<file path="config.mk">
export PLATFORM = sky130hd
export DESIGN_NAME = exception_interrupt_priority
export DESIGN_NICKNAME = d
export VERILOG_FILES = /design/src/hdl/excp_pkg.sv /design/src/hdl/excp_ifs.sv /design/src/hdl/exception_interrupt_priority.sv /design/src/hdl/prio_arbiter.sv /design/src/hdl/wb_reg_slave.sv
export SDC_FILE = /design/constraint.sdc
export NUM_CORES = 1
export LEC_CHECK = 0
export BUFFER_PORTS_ARGS = -buffer_cell sky130_fd_sc_hd__buf_2
export CAP_MARGIN = 40
export CORE_AREA = 10 10 261 188
export CTS_CLUSTER_DIAMETER = 120
export DETAILED_ROUTE_END_ITERATION = 16
export DIE_AREA = 0 0 271 198
export HOLD_SLACK_MARGIN = 0.15
export SETUP_SLACK_MARGIN = 0.05
export SLEW_MARGIN = 30
export SYNTH_ARGS = -nofsm -noshare
export SYNTH_HDL_FRONTEND = slang
export SYNTH_SLANG_ARGS = --single-unit
</file>
<file path="constraint.sdc">
create_clock -name clk_i -period 44.9 [get_ports clk_i]
set_input_delay 0 -clock clk_i [delete_from_list [all_inputs] [get_ports clk_i]]
set_output_delay 0 -clock clk_i [all_outputs]
set_load 0.05 [all_outputs]
</file>
<file path="src/hdl/excp_pkg.sv">
// constants and types shared by the exception and interrupt priority block
// assumes a 32-bit classic wishbone register bus and one 100 MHz clock

package excp_pkg;

  // ------------------------------------------------------------------
  // register map (byte addresses, one aligned word each)
  // ------------------------------------------------------------------
  localparam logic [31:0] ADDR_FAULT = 32'h0fff_fffc;
  localparam logic [31:0] ADDR_EVENT = 32'ha400_0000;
  localparam logic [31:0] ADDR_PRIO_BASE = 32'ha408_0000;
  localparam logic [31:0] ADDR_STATUS = 32'ha408_0020;
  localparam logic [31:0] ADDR_MASK = 32'ha408_0024;
  // priority registers a..h sit at base + 4 * index, index in these bits
  localparam int PRIO_IDX_LSB = 2;
  localparam int PRIO_IDX_MSB = 4;

  // ------------------------------------------------------------------
  // sizes
  // ------------------------------------------------------------------
  localparam int NUM_PRIO = 8;
  localparam int FIELDS = 4;
  localparam int FIELD_W = 4;
  localparam int PRIO_W = 16;
  localparam int NUM_SLOTS = 32;
  localparam int SLOT_W = 5;
  localparam int CODE_W = 12;
  localparam int STAT_W = 2;

  // ------------------------------------------------------------------
  // reset values and field layouts
  // ------------------------------------------------------------------
  localparam logic [15:0] PRIO_RESET = 16'h0000;
  localparam logic [3:0] LEVEL_MASKED = 4'h0;
  // writable nibbles per register, h down to a; zero nibbles are reserved
  localparam logic [7:0][15:0] PRIO_WMASK = {
    16'hff00, 16'hff00, 16'h00f0, 16'hffff,
    16'hffff, 16'hffff, 16'hff00, 16'hffff
  };
  localparam logic [11:0] EVENT_RESET = 12'h000;
  localparam logic [31:0] FAULT_RESET = 32'h0000_0000;

  // exception codes per slot: base + slot * step (values are arbitrary)
  localparam logic [11:0] CODE_BASE = 12'h400;
  localparam logic [11:0] CODE_STEP = 12'h020;

  // status and mask bit positions
  localparam int STAT_ACCEPT_BIT = 0;
  localparam int STAT_FAULT_BIT = 1;

  // exception class output codes
  localparam logic [1:0] EXC_NONE = 2'h0;
  localparam logic [1:0] EXC_GENERAL = 2'h1;
  localparam logic [1:0] EXC_INTERRUPT = 2'h2;

  typedef enum logic [1:0] {
    CORE_RESET = 2'b01,
    CORE_RUN = 2'b10
  } core_state_t;

endpackage : excp_pkg

</file>
<file path="src/hdl/excp_ifs.sv">
// interfaces between the bus front end, the arbiter and the core
// assumes excp_pkg is compiled first

interface reg_if;
  logic wr;
  logic [31:0] addr;
  logic [31:0] wdata;
  logic [3:0] sel;
  logic [31:0] rdata;
  modport slave (output wr, output addr, output wdata, output sel, input rdata);
  modport core (input wr, input addr, input wdata, input sel, output rdata);
endinterface : reg_if

interface prio_if;
  logic [31:0][3:0] levels;
  logic [31:0] pend;
  logic win_valid;
  logic [4:0] win_slot;
  logic [3:0] win_level;
  modport arb (input levels, input pend, output win_valid, output win_slot, output win_level);
  modport core (output levels, output pend, input win_valid, input win_slot, input win_level);
endinterface : prio_if

</file>
<file path="src/hdl/exception_interrupt_priority.sv">
// exception event capture and interrupt priority setting logic
// assumes a classic wishbone master, a cpu that pulses accept_i while
// irq_req_o is high, and memory units that pulse fault_i with the address
// sources are level requests already synchronous to clk_i; registers are reached only over wishbone
// every output is registered, so the cpu sees an offer two cycles after a source rises
//
// Chosen here: the Wishbone slave port.

module exception_interrupt_priority (
  // clock and reset
  input wire logic clk_i,
  input wire logic rst_i,
  // wishbone register bus
  input wire logic wb_cyc_i,
  input wire logic wb_stb_i,
  input wire logic wb_we_i,
  input wire logic [31:0] wb_adr_i,
  input wire logic [3:0] wb_sel_i,
  input wire logic [31:0] wb_dat_i,
  output logic [31:0] wb_dat_o,
  output logic wb_ack_o,
  // interrupt sources, one level per slot
  input wire logic [31:0] src_req_i,
  // cpu side
  input wire logic accept_i,
  input wire logic fault_i,
  input wire logic [31:0] fault_addr_i,
  output logic irq_req_o,
  output logic [3:0] irq_level_o,
  output logic [11:0] irq_code_o,
  output logic dispatch_o,
  output logic [1:0] exc_class_o,
  output logic vector_start_o,
  // software interrupt
  output logic irq_o
);

  // ------------------------------------------------------------------
  // state
  // ------------------------------------------------------------------
  typedef struct packed {
    excp_pkg::core_state_t st;
    logic [7:0][15:0] prio;
    logic [11:0] evt_code;
    logic [31:0] fault_addr;
    logic [1:0] status;
    logic [1:0] mask;
    logic irq;
    logic irq_req;
    logic [3:0] irq_level;
    logic [11:0] irq_code;
    logic dispatch;
    logic [1:0] exc_class;
    logic vector_start;
  } core_regs_t;

  // every field spelled out so a new state bit cannot slip past reset unnoticed
  localparam core_regs_t CORE_RESET_VAL = '{
    st: excp_pkg::CORE_RESET,
    prio: {excp_pkg::NUM_PRIO{excp_pkg::PRIO_RESET}},
    evt_code: excp_pkg::EVENT_RESET,
    fault_addr: excp_pkg::FAULT_RESET,
    status: '0,
    mask: '0,
    irq: '0,
    irq_req: '0,
    irq_level: excp_pkg::LEVEL_MASKED,
    irq_code: '0,
    dispatch: '0,
    exc_class: excp_pkg::EXC_NONE,
    vector_start: '0
  };

  core_regs_t q;
  core_regs_t d;

  reg_if rbus ();
  prio_if pbus ();

  // ------------------------------------------------------------------
  // helpers
  // ------------------------------------------------------------------
  // byte-lane merge of a write into an existing word
  function automatic logic [31:0] merge_word(input logic [31:0] old_v, input logic [31:0] new_v,
                                             input logic [3:0] sel);
    logic [31:0] res;
    res = old_v;
    for (int b = 0; b < 4; b++) begin
      if (sel[b]) begin
        res[b*8 +: 8] = new_v[b*8 +: 8];
      end
    end
    return res;
  endfunction : merge_word

  // true when the address falls in the priority register window
  function automatic logic is_prio(input logic [31:0] addr);
    return addr[31:excp_pkg::PRIO_IDX_MSB+1] == excp_pkg::ADDR_PRIO_BASE[31:excp_pkg::PRIO_IDX_MSB+1];
  endfunction : is_prio

  function automatic logic [2:0] prio_idx(input logic [31:0] addr);
    return addr[excp_pkg::PRIO_IDX_MSB:excp_pkg::PRIO_IDX_LSB];
  endfunction : prio_idx

  function automatic logic word_hit(input logic [31:0] addr, input logic [31:0] target);
    return addr[31:excp_pkg::PRIO_IDX_LSB] == target[31:excp_pkg::PRIO_IDX_LSB];
  endfunction : word_hit

  // exception code offered for a slot
  function automatic logic [11:0] slot_code(input logic [4:0] slot);
    logic [11:0] prod;
    prod = 12'(slot) * excp_pkg::CODE_STEP;
    return 12'(excp_pkg::CODE_BASE + prod);
  endfunction : slot_code

  // top bit of field f inside a priority register, fields counted from the top nibble
  function automatic int field_top(input int f);
    return excp_pkg::PRIO_W - 1 - f * excp_pkg::FIELD_W;
  endfunction : field_top

  // flat source slot of field f in priority register r
  function automatic int slot_of(input int r, input int f);
    return r * excp_pkg::FIELDS + f;
  endfunction : slot_of

  // a priority register as a bus word, upper half always zero
  function automatic logic [31:0] prio_word(input logic [15:0] v);
    return {16'h0000, v};
  endfunction : prio_word

  // a two-bit flag register as a bus word
  function automatic logic [31:0] flag_word(input logic [1:0] v);
    return {30'h0000_0000, v};
  endfunction : flag_word

  // sticky flags: an event in the same cycle as its clear survives, so none is lost
  function automatic logic [1:0] sticky_next(input logic [1:0] old_v, input logic [1:0] clr_v,
                                             input logic [1:0] set_v);
    return (old_v & ~clr_v) | set_v;
  endfunction : sticky_next

  // ------------------------------------------------------------------
  // bus front end and arbiter
  // ------------------------------------------------------------------
  wb_reg_slave u_slave (
    .clk_i(clk_i),
    .rst_i(rst_i),
    .wb_cyc_i(wb_cyc_i),
    .wb_stb_i(wb_stb_i),
    .wb_we_i(wb_we_i),
    .wb_adr_i(wb_adr_i),
    .wb_sel_i(wb_sel_i),
    .wb_dat_i(wb_dat_i),
    .wb_dat_o(wb_dat_o),
    .wb_ack_o(wb_ack_o),
    .r(rbus.slave)
  );

  prio_arbiter u_arb (
    .clk_i(clk_i),
    .rst_i(rst_i),
    .p(pbus.arb)
  );

  // ------------------------------------------------------------------
  // field unpacking: slot = register * 4 + field, top nibble first
  // ------------------------------------------------------------------
  logic [31:0] slot_used;

  always_comb begin
    slot_used = '0;
    pbus.levels = '0;
    for (int r = 0; r < excp_pkg::NUM_PRIO; r++) begin
      for (int f = 0; f < excp_pkg::FIELDS; f++) begin
        // independent 4-bit fields, mapped in table order
        pbus.levels[slot_of(r, f)] = q.prio[r][field_top(f) -: excp_pkg::FIELD_W];
        slot_used[slot_of(r, f)] = excp_pkg::PRIO_WMASK[r][field_top(f)];
      end
    end
  end

  // level zero is masked and reserved slots never request
  always_comb begin
    pbus.pend = '0;
    for (int s = 0; s < excp_pkg::NUM_SLOTS; s++) begin
      pbus.pend[s] = src_req_i[s] & slot_used[s] & (pbus.levels[s] != excp_pkg::LEVEL_MASKED);
    end
  end

  // ------------------------------------------------------------------
  // read decode
  // ------------------------------------------------------------------
  logic hit_prio;
  logic hit_event;
  logic hit_fault;
  logic hit_status;
  logic hit_mask;
  logic [2:0] sel_prio;

  // one decode shared by reads and writes, so the two can never disagree on the map
  always_comb begin
    hit_prio = is_prio(rbus.addr);
    hit_event = word_hit(rbus.addr, excp_pkg::ADDR_EVENT);
    hit_fault = word_hit(rbus.addr, excp_pkg::ADDR_FAULT);
    hit_status = word_hit(rbus.addr, excp_pkg::ADDR_STATUS);
    hit_mask = word_hit(rbus.addr, excp_pkg::ADDR_MASK);
    sel_prio = prio_idx(rbus.addr);
  end

  always_comb begin
    rbus.rdata = '0;
    if (hit_prio) begin
      // reserved nibbles are never stored, so they read as zero
      rbus.rdata = prio_word(q.prio[sel_prio]);
    end else if (hit_event) begin
      rbus.rdata = {20'h00000, q.evt_code};
    end else if (hit_fault) begin
      rbus.rdata = q.fault_addr;
    end else if (hit_status) begin
      rbus.rdata = flag_word(q.status);
    end else if (hit_mask) begin
      rbus.rdata = flag_word(q.mask);
    end
  end

  // ------------------------------------------------------------------
  // next state
  // ------------------------------------------------------------------
  logic running;
  logic take_irq;
  logic take_fault;
  logic [31:0] merged;
  logic [1:0] events;
  logic [1:0] clr;

  always_comb begin
    d = q;
    running = (q.st == excp_pkg::CORE_RUN);
    // an accept only counts while a request is actually offered
    take_irq = running & accept_i & q.irq_req;
    take_fault = running & fault_i;
    merged = '0;
    events = '0;
    clr = '0;
    d.dispatch = 1'b0;
    d.vector_start = 1'b0;

    unique case (q.st)
      excp_pkg::CORE_RESET: begin
        // first cycle out of reset starts at the reset vector
        d.st = excp_pkg::CORE_RUN;
        d.vector_start = 1'b1;
      end
      excp_pkg::CORE_RUN: begin
        d.st = excp_pkg::CORE_RUN;
      end
    endcase

    // software writes
    if (rbus.wr) begin
      if (hit_prio) begin
        merged = merge_word(prio_word(q.prio[sel_prio]), rbus.wdata, rbus.sel);
        // reserved fields are dropped on write
        d.prio[sel_prio] = merged[15:0] & excp_pkg::PRIO_WMASK[sel_prio];
      end else if (hit_event) begin
        // read-only: the code moves only when an interrupt is accepted
        d.evt_code = q.evt_code;
      end else if (hit_fault) begin
        d.fault_addr = merge_word(q.fault_addr, rbus.wdata, rbus.sel);
      end else if (hit_status && rbus.sel[0]) begin
        clr = rbus.wdata[1:0];
      end else if (hit_mask && rbus.sel[0]) begin
        d.mask = rbus.wdata[1:0];
      end
    end

    // hardware captures override a same-cycle software write
    if (take_irq) begin
      d.evt_code = q.irq_code;
      events[excp_pkg::STAT_ACCEPT_BIT] = 1'b1;
    end
    if (take_fault) begin
      d.fault_addr = fault_addr_i;
      events[excp_pkg::STAT_FAULT_BIT] = 1'b1;
    end

    // general exceptions take precedence in the class report
    if (take_fault) begin
      d.dispatch = 1'b1;
      d.exc_class = excp_pkg::EXC_GENERAL;
    end else if (take_irq) begin
      d.dispatch = 1'b1;
      d.exc_class = excp_pkg::EXC_INTERRUPT;
    end

    // sticky status: set wins over write-one-to-clear
    d.status = sticky_next(q.status, clr, events);
    d.irq = |(d.status & d.mask);

    // offered request, one cycle behind the arbiter
    d.irq_req = running & pbus.win_valid;
    d.irq_level = pbus.win_valid ? pbus.win_level : excp_pkg::LEVEL_MASKED;
    d.irq_code = slot_code(pbus.win_slot);
  end

  // ------------------------------------------------------------------
  // registers
  // ------------------------------------------------------------------
  always_ff @(posedge clk_i) begin
    if (rst_i) begin
      q <= CORE_RESET_VAL;
    end else begin
      q <= d;
    end
  end

  // ------------------------------------------------------------------
  // outputs
  // ------------------------------------------------------------------
  assign irq_req_o = q.irq_req;
  assign irq_level_o = q.irq_level;
  assign irq_code_o = q.irq_code;
  assign dispatch_o = q.dispatch;
  assign exc_class_o = q.exc_class;
  assign vector_start_o = q.vector_start;
  assign irq_o = q.irq;

endmodule : exception_interrupt_priority

</file>
<file path="src/hdl/prio_arbiter.sv">
// picks the pending source with the highest level, lower slot wins ties
// assumes pend already excludes masked and reserved slots

module prio_arbiter (
  // clock and reset
  input wire logic clk_i,
  input wire logic rst_i,
  // levels in, winner out
  prio_if.arb p
);

  typedef struct packed {
    logic valid;
    logic [4:0] slot;
    logic [3:0] level;
  } arb_state_t;

  arb_state_t q;
  arb_state_t d;

  assign p.win_valid = q.valid;
  assign p.win_slot = q.slot;
  assign p.win_level = q.level;

  always_comb begin
    d = '0;
    for (int i = 0; i < excp_pkg::NUM_SLOTS; i++) begin
      // strict compare keeps the earlier slot on equal levels
      if (p.pend[i] && (p.levels[i] > d.level)) begin
        d.valid = 1'b1;
        d.slot = 5'(i);
        d.level = p.levels[i];
      end
    end
  end

  always_ff @(posedge clk_i) begin
    if (rst_i) begin
      q <= '0;
    end else begin
      q <= d;
    end
  end

endmodule : prio_arbiter

</file>
<file path="src/hdl/wb_reg_slave.sv">
// classic wishbone slave front end: one wait state, registered read data
// assumes the master holds the request until it samples ack

module wb_reg_slave (
  // clock and reset
  input wire logic clk_i,
  input wire logic rst_i,
  // wishbone
  input wire logic wb_cyc_i,
  input wire logic wb_stb_i,
  input wire logic wb_we_i,
  input wire logic [31:0] wb_adr_i,
  input wire logic [3:0] wb_sel_i,
  input wire logic [31:0] wb_dat_i,
  output logic [31:0] wb_dat_o,
  output logic wb_ack_o,
  // core side
  reg_if.slave r
);

  typedef struct packed {
    logic ack;
    logic [31:0] dat;
  } slave_state_t;

  slave_state_t q;
  slave_state_t d;
  logic req;

  assign req = wb_cyc_i & wb_stb_i;
  assign r.addr = wb_adr_i;
  assign r.wdata = wb_dat_i;
  assign r.sel = wb_sel_i;
  // writes commit on the edge where the master sees ack, not earlier
  assign r.wr = req & wb_we_i & q.ack;
  assign wb_ack_o = q.ack;
  assign wb_dat_o = q.dat;

  always_comb begin
    d = q;
    d.ack = req & ~q.ack;
    if (req & ~q.ack) begin
      d.dat = r.rdata;
    end
  end

  always_ff @(posedge clk_i) begin
    if (rst_i) begin
      q <= '0;
    end else begin
      q <= d;
    end
  end

endmodule : wb_reg_slave

</file>
==> flow_summary_export.csv <==
group,metric,value,unit
timing,fin_worst_skew,0.01507,ns
layout,fill_cells,4389,
synthesis,synth-seq-cells,230,
placed_design,placedInstanceArea,16510,µm²
clock_tree,root_buffer,"clkbuf_16",
run,drv_cap,0,
power,p_leak,7.007,nW
worst_setup_path,required,45.30,ns
layout,drive_gt1_frac,0.1618,
worst_setup_path,cp_slowest_cell,"a2111oi_2",
synthesis,ys_types,101,
power,power.density,25.69,nW/µm²
grt,grt-ovfl-total,0,
worst_setup_path,r2r_slack,4.11,ns
placed_design,hpwl,40970,µm
layout,finalNetCount,2335,
placed_design,place_ws,5.539,ns
routing,routed_via_density,5.691,
power,ir_drop,0.02197,mV
timing,fmax,0.02451,GHz
clock_tree,cts_max_level,1,
routing,drt_iter0_drc,1506,
die,core_area,44320,µm²
clock_tree,cts_tree,"yes",
routing,wl_per_cell,19.77,µm
grt,antenna_found_initial,3,
status,status,"finished, final reports clean",
synthesis,ys_warn_count,0,
synthesis,syn-cell-area,15230,µm²
power,swShare,0.2383,
die,initial_utilization,0.3436,
synthesis,synth_edf_count,0,
layout,stdcell_count,2757,
grt,grt_pass1_wl,84530,µm
clock_tree,clkLatencyLatePin,0.53,ns
worst_setup_path,crit_fanout,9,
worst_setup_path,max_stage_delay,0.65,ns
synthesis,yosysSeqAreaShare,0.3023,
worst_setup_path,startpoint_type,"flop",
grt,gr-usage-all-layers,0.1924,
power,p_comb_frac,0.087,
routing,dr.pass1.iters,5,
timing,tightest_slew,0.8496,ns
placed_design,dpl.cell_count,2616,
synthesis,synthFlopType,"dfxtp_1",
power,internal_power,358.9,µW
grt,grt_max_degree,78,
power,power,471.2,µW
timing,fin_crit,40.79,ns
power,p_switching,112.3,µW
worst_setup_path,cp-end-kind,"flop",
timing,setup_ws,4.106,ns
power,p_seq_frac,0.441,
power,clkPwrFrac,0.471,
worst_setup_path,worstSetupPathType,"flop to flop",
clock_tree,clk_pin_slew_worst_paths,0.06,ns
routing,vias,15690,
routing,drc,0,
worst_setup_path,reg2reg_depth,174,
synthesis,synth-async-reset-ratio,0,
timing,finalHoldViolCount,0,
clock_tree,cts_buffers,24,
worst_setup_path,crit_top_cell,"ha_1",
worst_setup_path,cp.arrival,41.20,ns
timing,rsz0062_at_grt,"no",
die,std_cell_rows,65,
timing,setup_violations,0,
min_path,hp-class,"input pin to flop",
clock_tree,clockBufferDepth,3,
min_path,hp-start,"wb_sel_i[1]",
worst_setup_path,r2r_start,"pbus.levels[1]",
die,boundaryPins,194,
placed_design,gp_congestion,0.9178,
layout,area_delta_synth_final,20.43,%
min_path,min_to,"pbus.levels[66]",
synthesis,syn_avg_cell_area,7.875,µm²
routing,final_antenna_net_count,0,
clock_tree,post_cts_resized,0,
timing,period_share,0.9085,
min_path,hold_depth,5,
worst_setup_path,rr_endpoint,"u_arb.p.win_level[1]",
die,die_x,271,µm
placed_design,port-buffer-count,176,
die,dieArea,53660,µm²
timing,drv_slew,0,
synthesis,netlist_instances,1934,
timing,fin_setup_tns,0,ns
clock_tree,clock-sinks,230,
timing,slew_headroom,0.4292,
grt,grt_pass1_vias,14870,
routing,wirelength,54520,µm
die,die_h,198,µm
layout,final_cell_area,18340,µm²
## stage by stage
| step | utilization | hold slack [ns] |
|---|---|---|
| floorplan | - | 0.02772 |
| global placement | 0.3718 | 0.2717 |
| detailed placement | 0.3724 | 0.2749 |
| CTS | 0.4131 | 0.1528 |
| global route | 0.4137 | 0.1604 |
| finish | 0.4138 | 0.1438 |
## cell type report
class / instances / area (µm²) / area share
Multi-Input combinational cell: 1496 / 9789 / 0.5337
Sequential cell: 230 / 4604 / 0.2510
Timing Repair Buffer: 287 / 1951 / 0.1064
Tap cell: 603 / 754.5 / 0.04114
Clock buffer: 30 / 684.4 / 0.03732
Inverter: 96 / 360.3 / 0.01965
Clock inverter: 12 / 190.2 / 0.01037
Antenna cell: 3 / 7.507 / 0.0004093
## registers in the layout (all words and copies together), names as in the netlist
register,cells
u_arb.p.win_level,4
irq_code_o,5
u_slave.wb_ack_o,1
dispatch_o,1
u_slave.wb_dat_o,32
irq_req_o,1
u_arb.p.win_slot,5
irq_o,1
exc_class_o,2
pbus.levels,128
vector_start_o,1
u_arb.p.win_valid,1
irq_level_o,4
q,44
## synth_stat cells, types with 11 or more instances
| library cell | count | area, µm² |
|---|---|---|
| a21o_1 | 18 | 135.1 |
| a21oi_1 | 168 | 840.8 |
| a221oi_1 | 11 | 96.34 |
| a311oi_1 | 33 | 289.0 |
| a31oi_1 | 20 | 125.1 |
| and2_1 | 59 | 369.1 |
| and3_1 | 14 | 87.58 |
| buf_1 | 13 | 48.80 |
| buf_4 | 19 | 142.6 |
| clkbuf_1 | 80 | 300.3 |
| dfxtp_1 | 230 | 4604 |
| ha_1 | 61 | 763.2 |
| inv_1 | 95 | 356.6 |
| mux2_2 | 29 | 326.6 |
| mux2i_1 | 56 | 560.5 |
| mux4_2 | 32 | 720.7 |
| nand2_1 | 367 | 1378 |
| nand2b_1 | 11 | 68.82 |
| nand3_1 | 55 | 275.3 |
| nand4_1 | 12 | 75.07 |
| nor2_1 | 148 | 555.5 |
| nor2b_1 | 16 | 100.1 |
| nor3_1 | 44 | 220.2 |
| nor4_1 | 18 | 112.6 |
| o211ai_1 | 26 | 195.2 |
| o21ai_0 | 49 | 245.2 |
| o41a_1 | 12 | 135.1 |
| o41ai_1 | 13 | 113.9 |
| or3_1 | 12 | 75.07 |
## critical path, delay by kind of cell (launching register included)
family | cells | cell delay [ns]
AO/OA/AOI/OAI | 73 | 16.13
adder cells (fa/ha/maj) | 25 | 7.49
buffers and inverters | 13 | 1.40
flip-flops | 1 | 0.40
multiplexers | 15 | 4.67
AND/OR/NAND/NOR | 48 | 10.57
## routing by layer
metal | wire length, µm | vias up | GRT usage
met1 | 24930 | 7601 | 0.2759
met5 | 26 | - | 0
met3 | 4663 | 85 | 0.03531
met4 | 1251 | 4 | 0.04459
met2 | 23640 | 600 | 0.2927
li1 | - | 7400 | -
## cell usage in the layout, fill, tap and decap left out, types with 9 or more instances in the layout
cell	instances
o221ai_1	9
dfxtp_1	230
dlygate4sd3_1	94
o21ai_0	49
and3_1	14
mux2i_1	56
o41ai_1	13
a311oi_1	33
a21oi_1	168
o41a_1	12
mux4_2	32
clkbuf_16	25
nand3_1	55
inv_1	95
or3_1	12
nor3_1	44
o31ai_1	10
o211ai_1	26
mux2_2	29
nor2b_1	16
nor2_1	145
a21o_1	18
nor4_1	17
nand4_1	12
buf_2	177
and2_1	59
a221oi_1	11
a31oi_1	20
ha_1	61
or2_2	9
nand2_1	367
buf_4	15
nand2b_1	11
## what timing repair did
action,CTS,global route
hold buffers,93,1
endpoints found under the hold margin,158,2
endpoints found under the setup margin,0,0
buffers inserted,0,0
## cell families (layout without fill, tap and decap cells)
logic type | Yosys count | count (layout) | share of synthesized area
multiplexers | 126 | 126 | 0.1136
adder cells (fa/ha/maj) | 67 | 67 | 0.05406
flip-flops | 230 | 230 | 0.3023
other | 1 | 9 | 0.0002462
XOR/XNOR | 10 | 10 | 0.005751
AO/OA/AOI/OAI | 481 | 481 | 0.2215
buffers and inverters | 213 | 425 | 0.05759
AND/OR/NAND/NOR | 806 | 806 | 0.2449
## power groups by stage
stage / clock network, mW / logic, mW / registers (mW)
after floorplan: 0 / 0.0174 / 0.216
after global placement: 0 / 0.0336 / 0.213
after detailed placement: 0 / 0.0339 / 0.213
after CTS: 0.223 / 0.0403 / 0.208
after global routing: 0.231 / 0.0440 / 0.208
final: 0.222 / 0.0411 / 0.208
## worst max path at each step
stage              startpoint                    to
3_5_place_dp   pbus.levels[1]  u_arb.p.win_level[2]
5_1_grt        pbus.levels[1]  u_arb.p.win_level[1]
4_1_cts        pbus.levels[1]  u_arb.p.win_level[1]
2_1_floorplan  pbus.levels[1]  u_arb.p.win_level[2]
3_3_place_gp   pbus.levels[1]  u_arb.p.win_level[2]
6_report       pbus.levels[1]  u_arb.p.win_level[1]
Power figures use the tool's default switching activity.
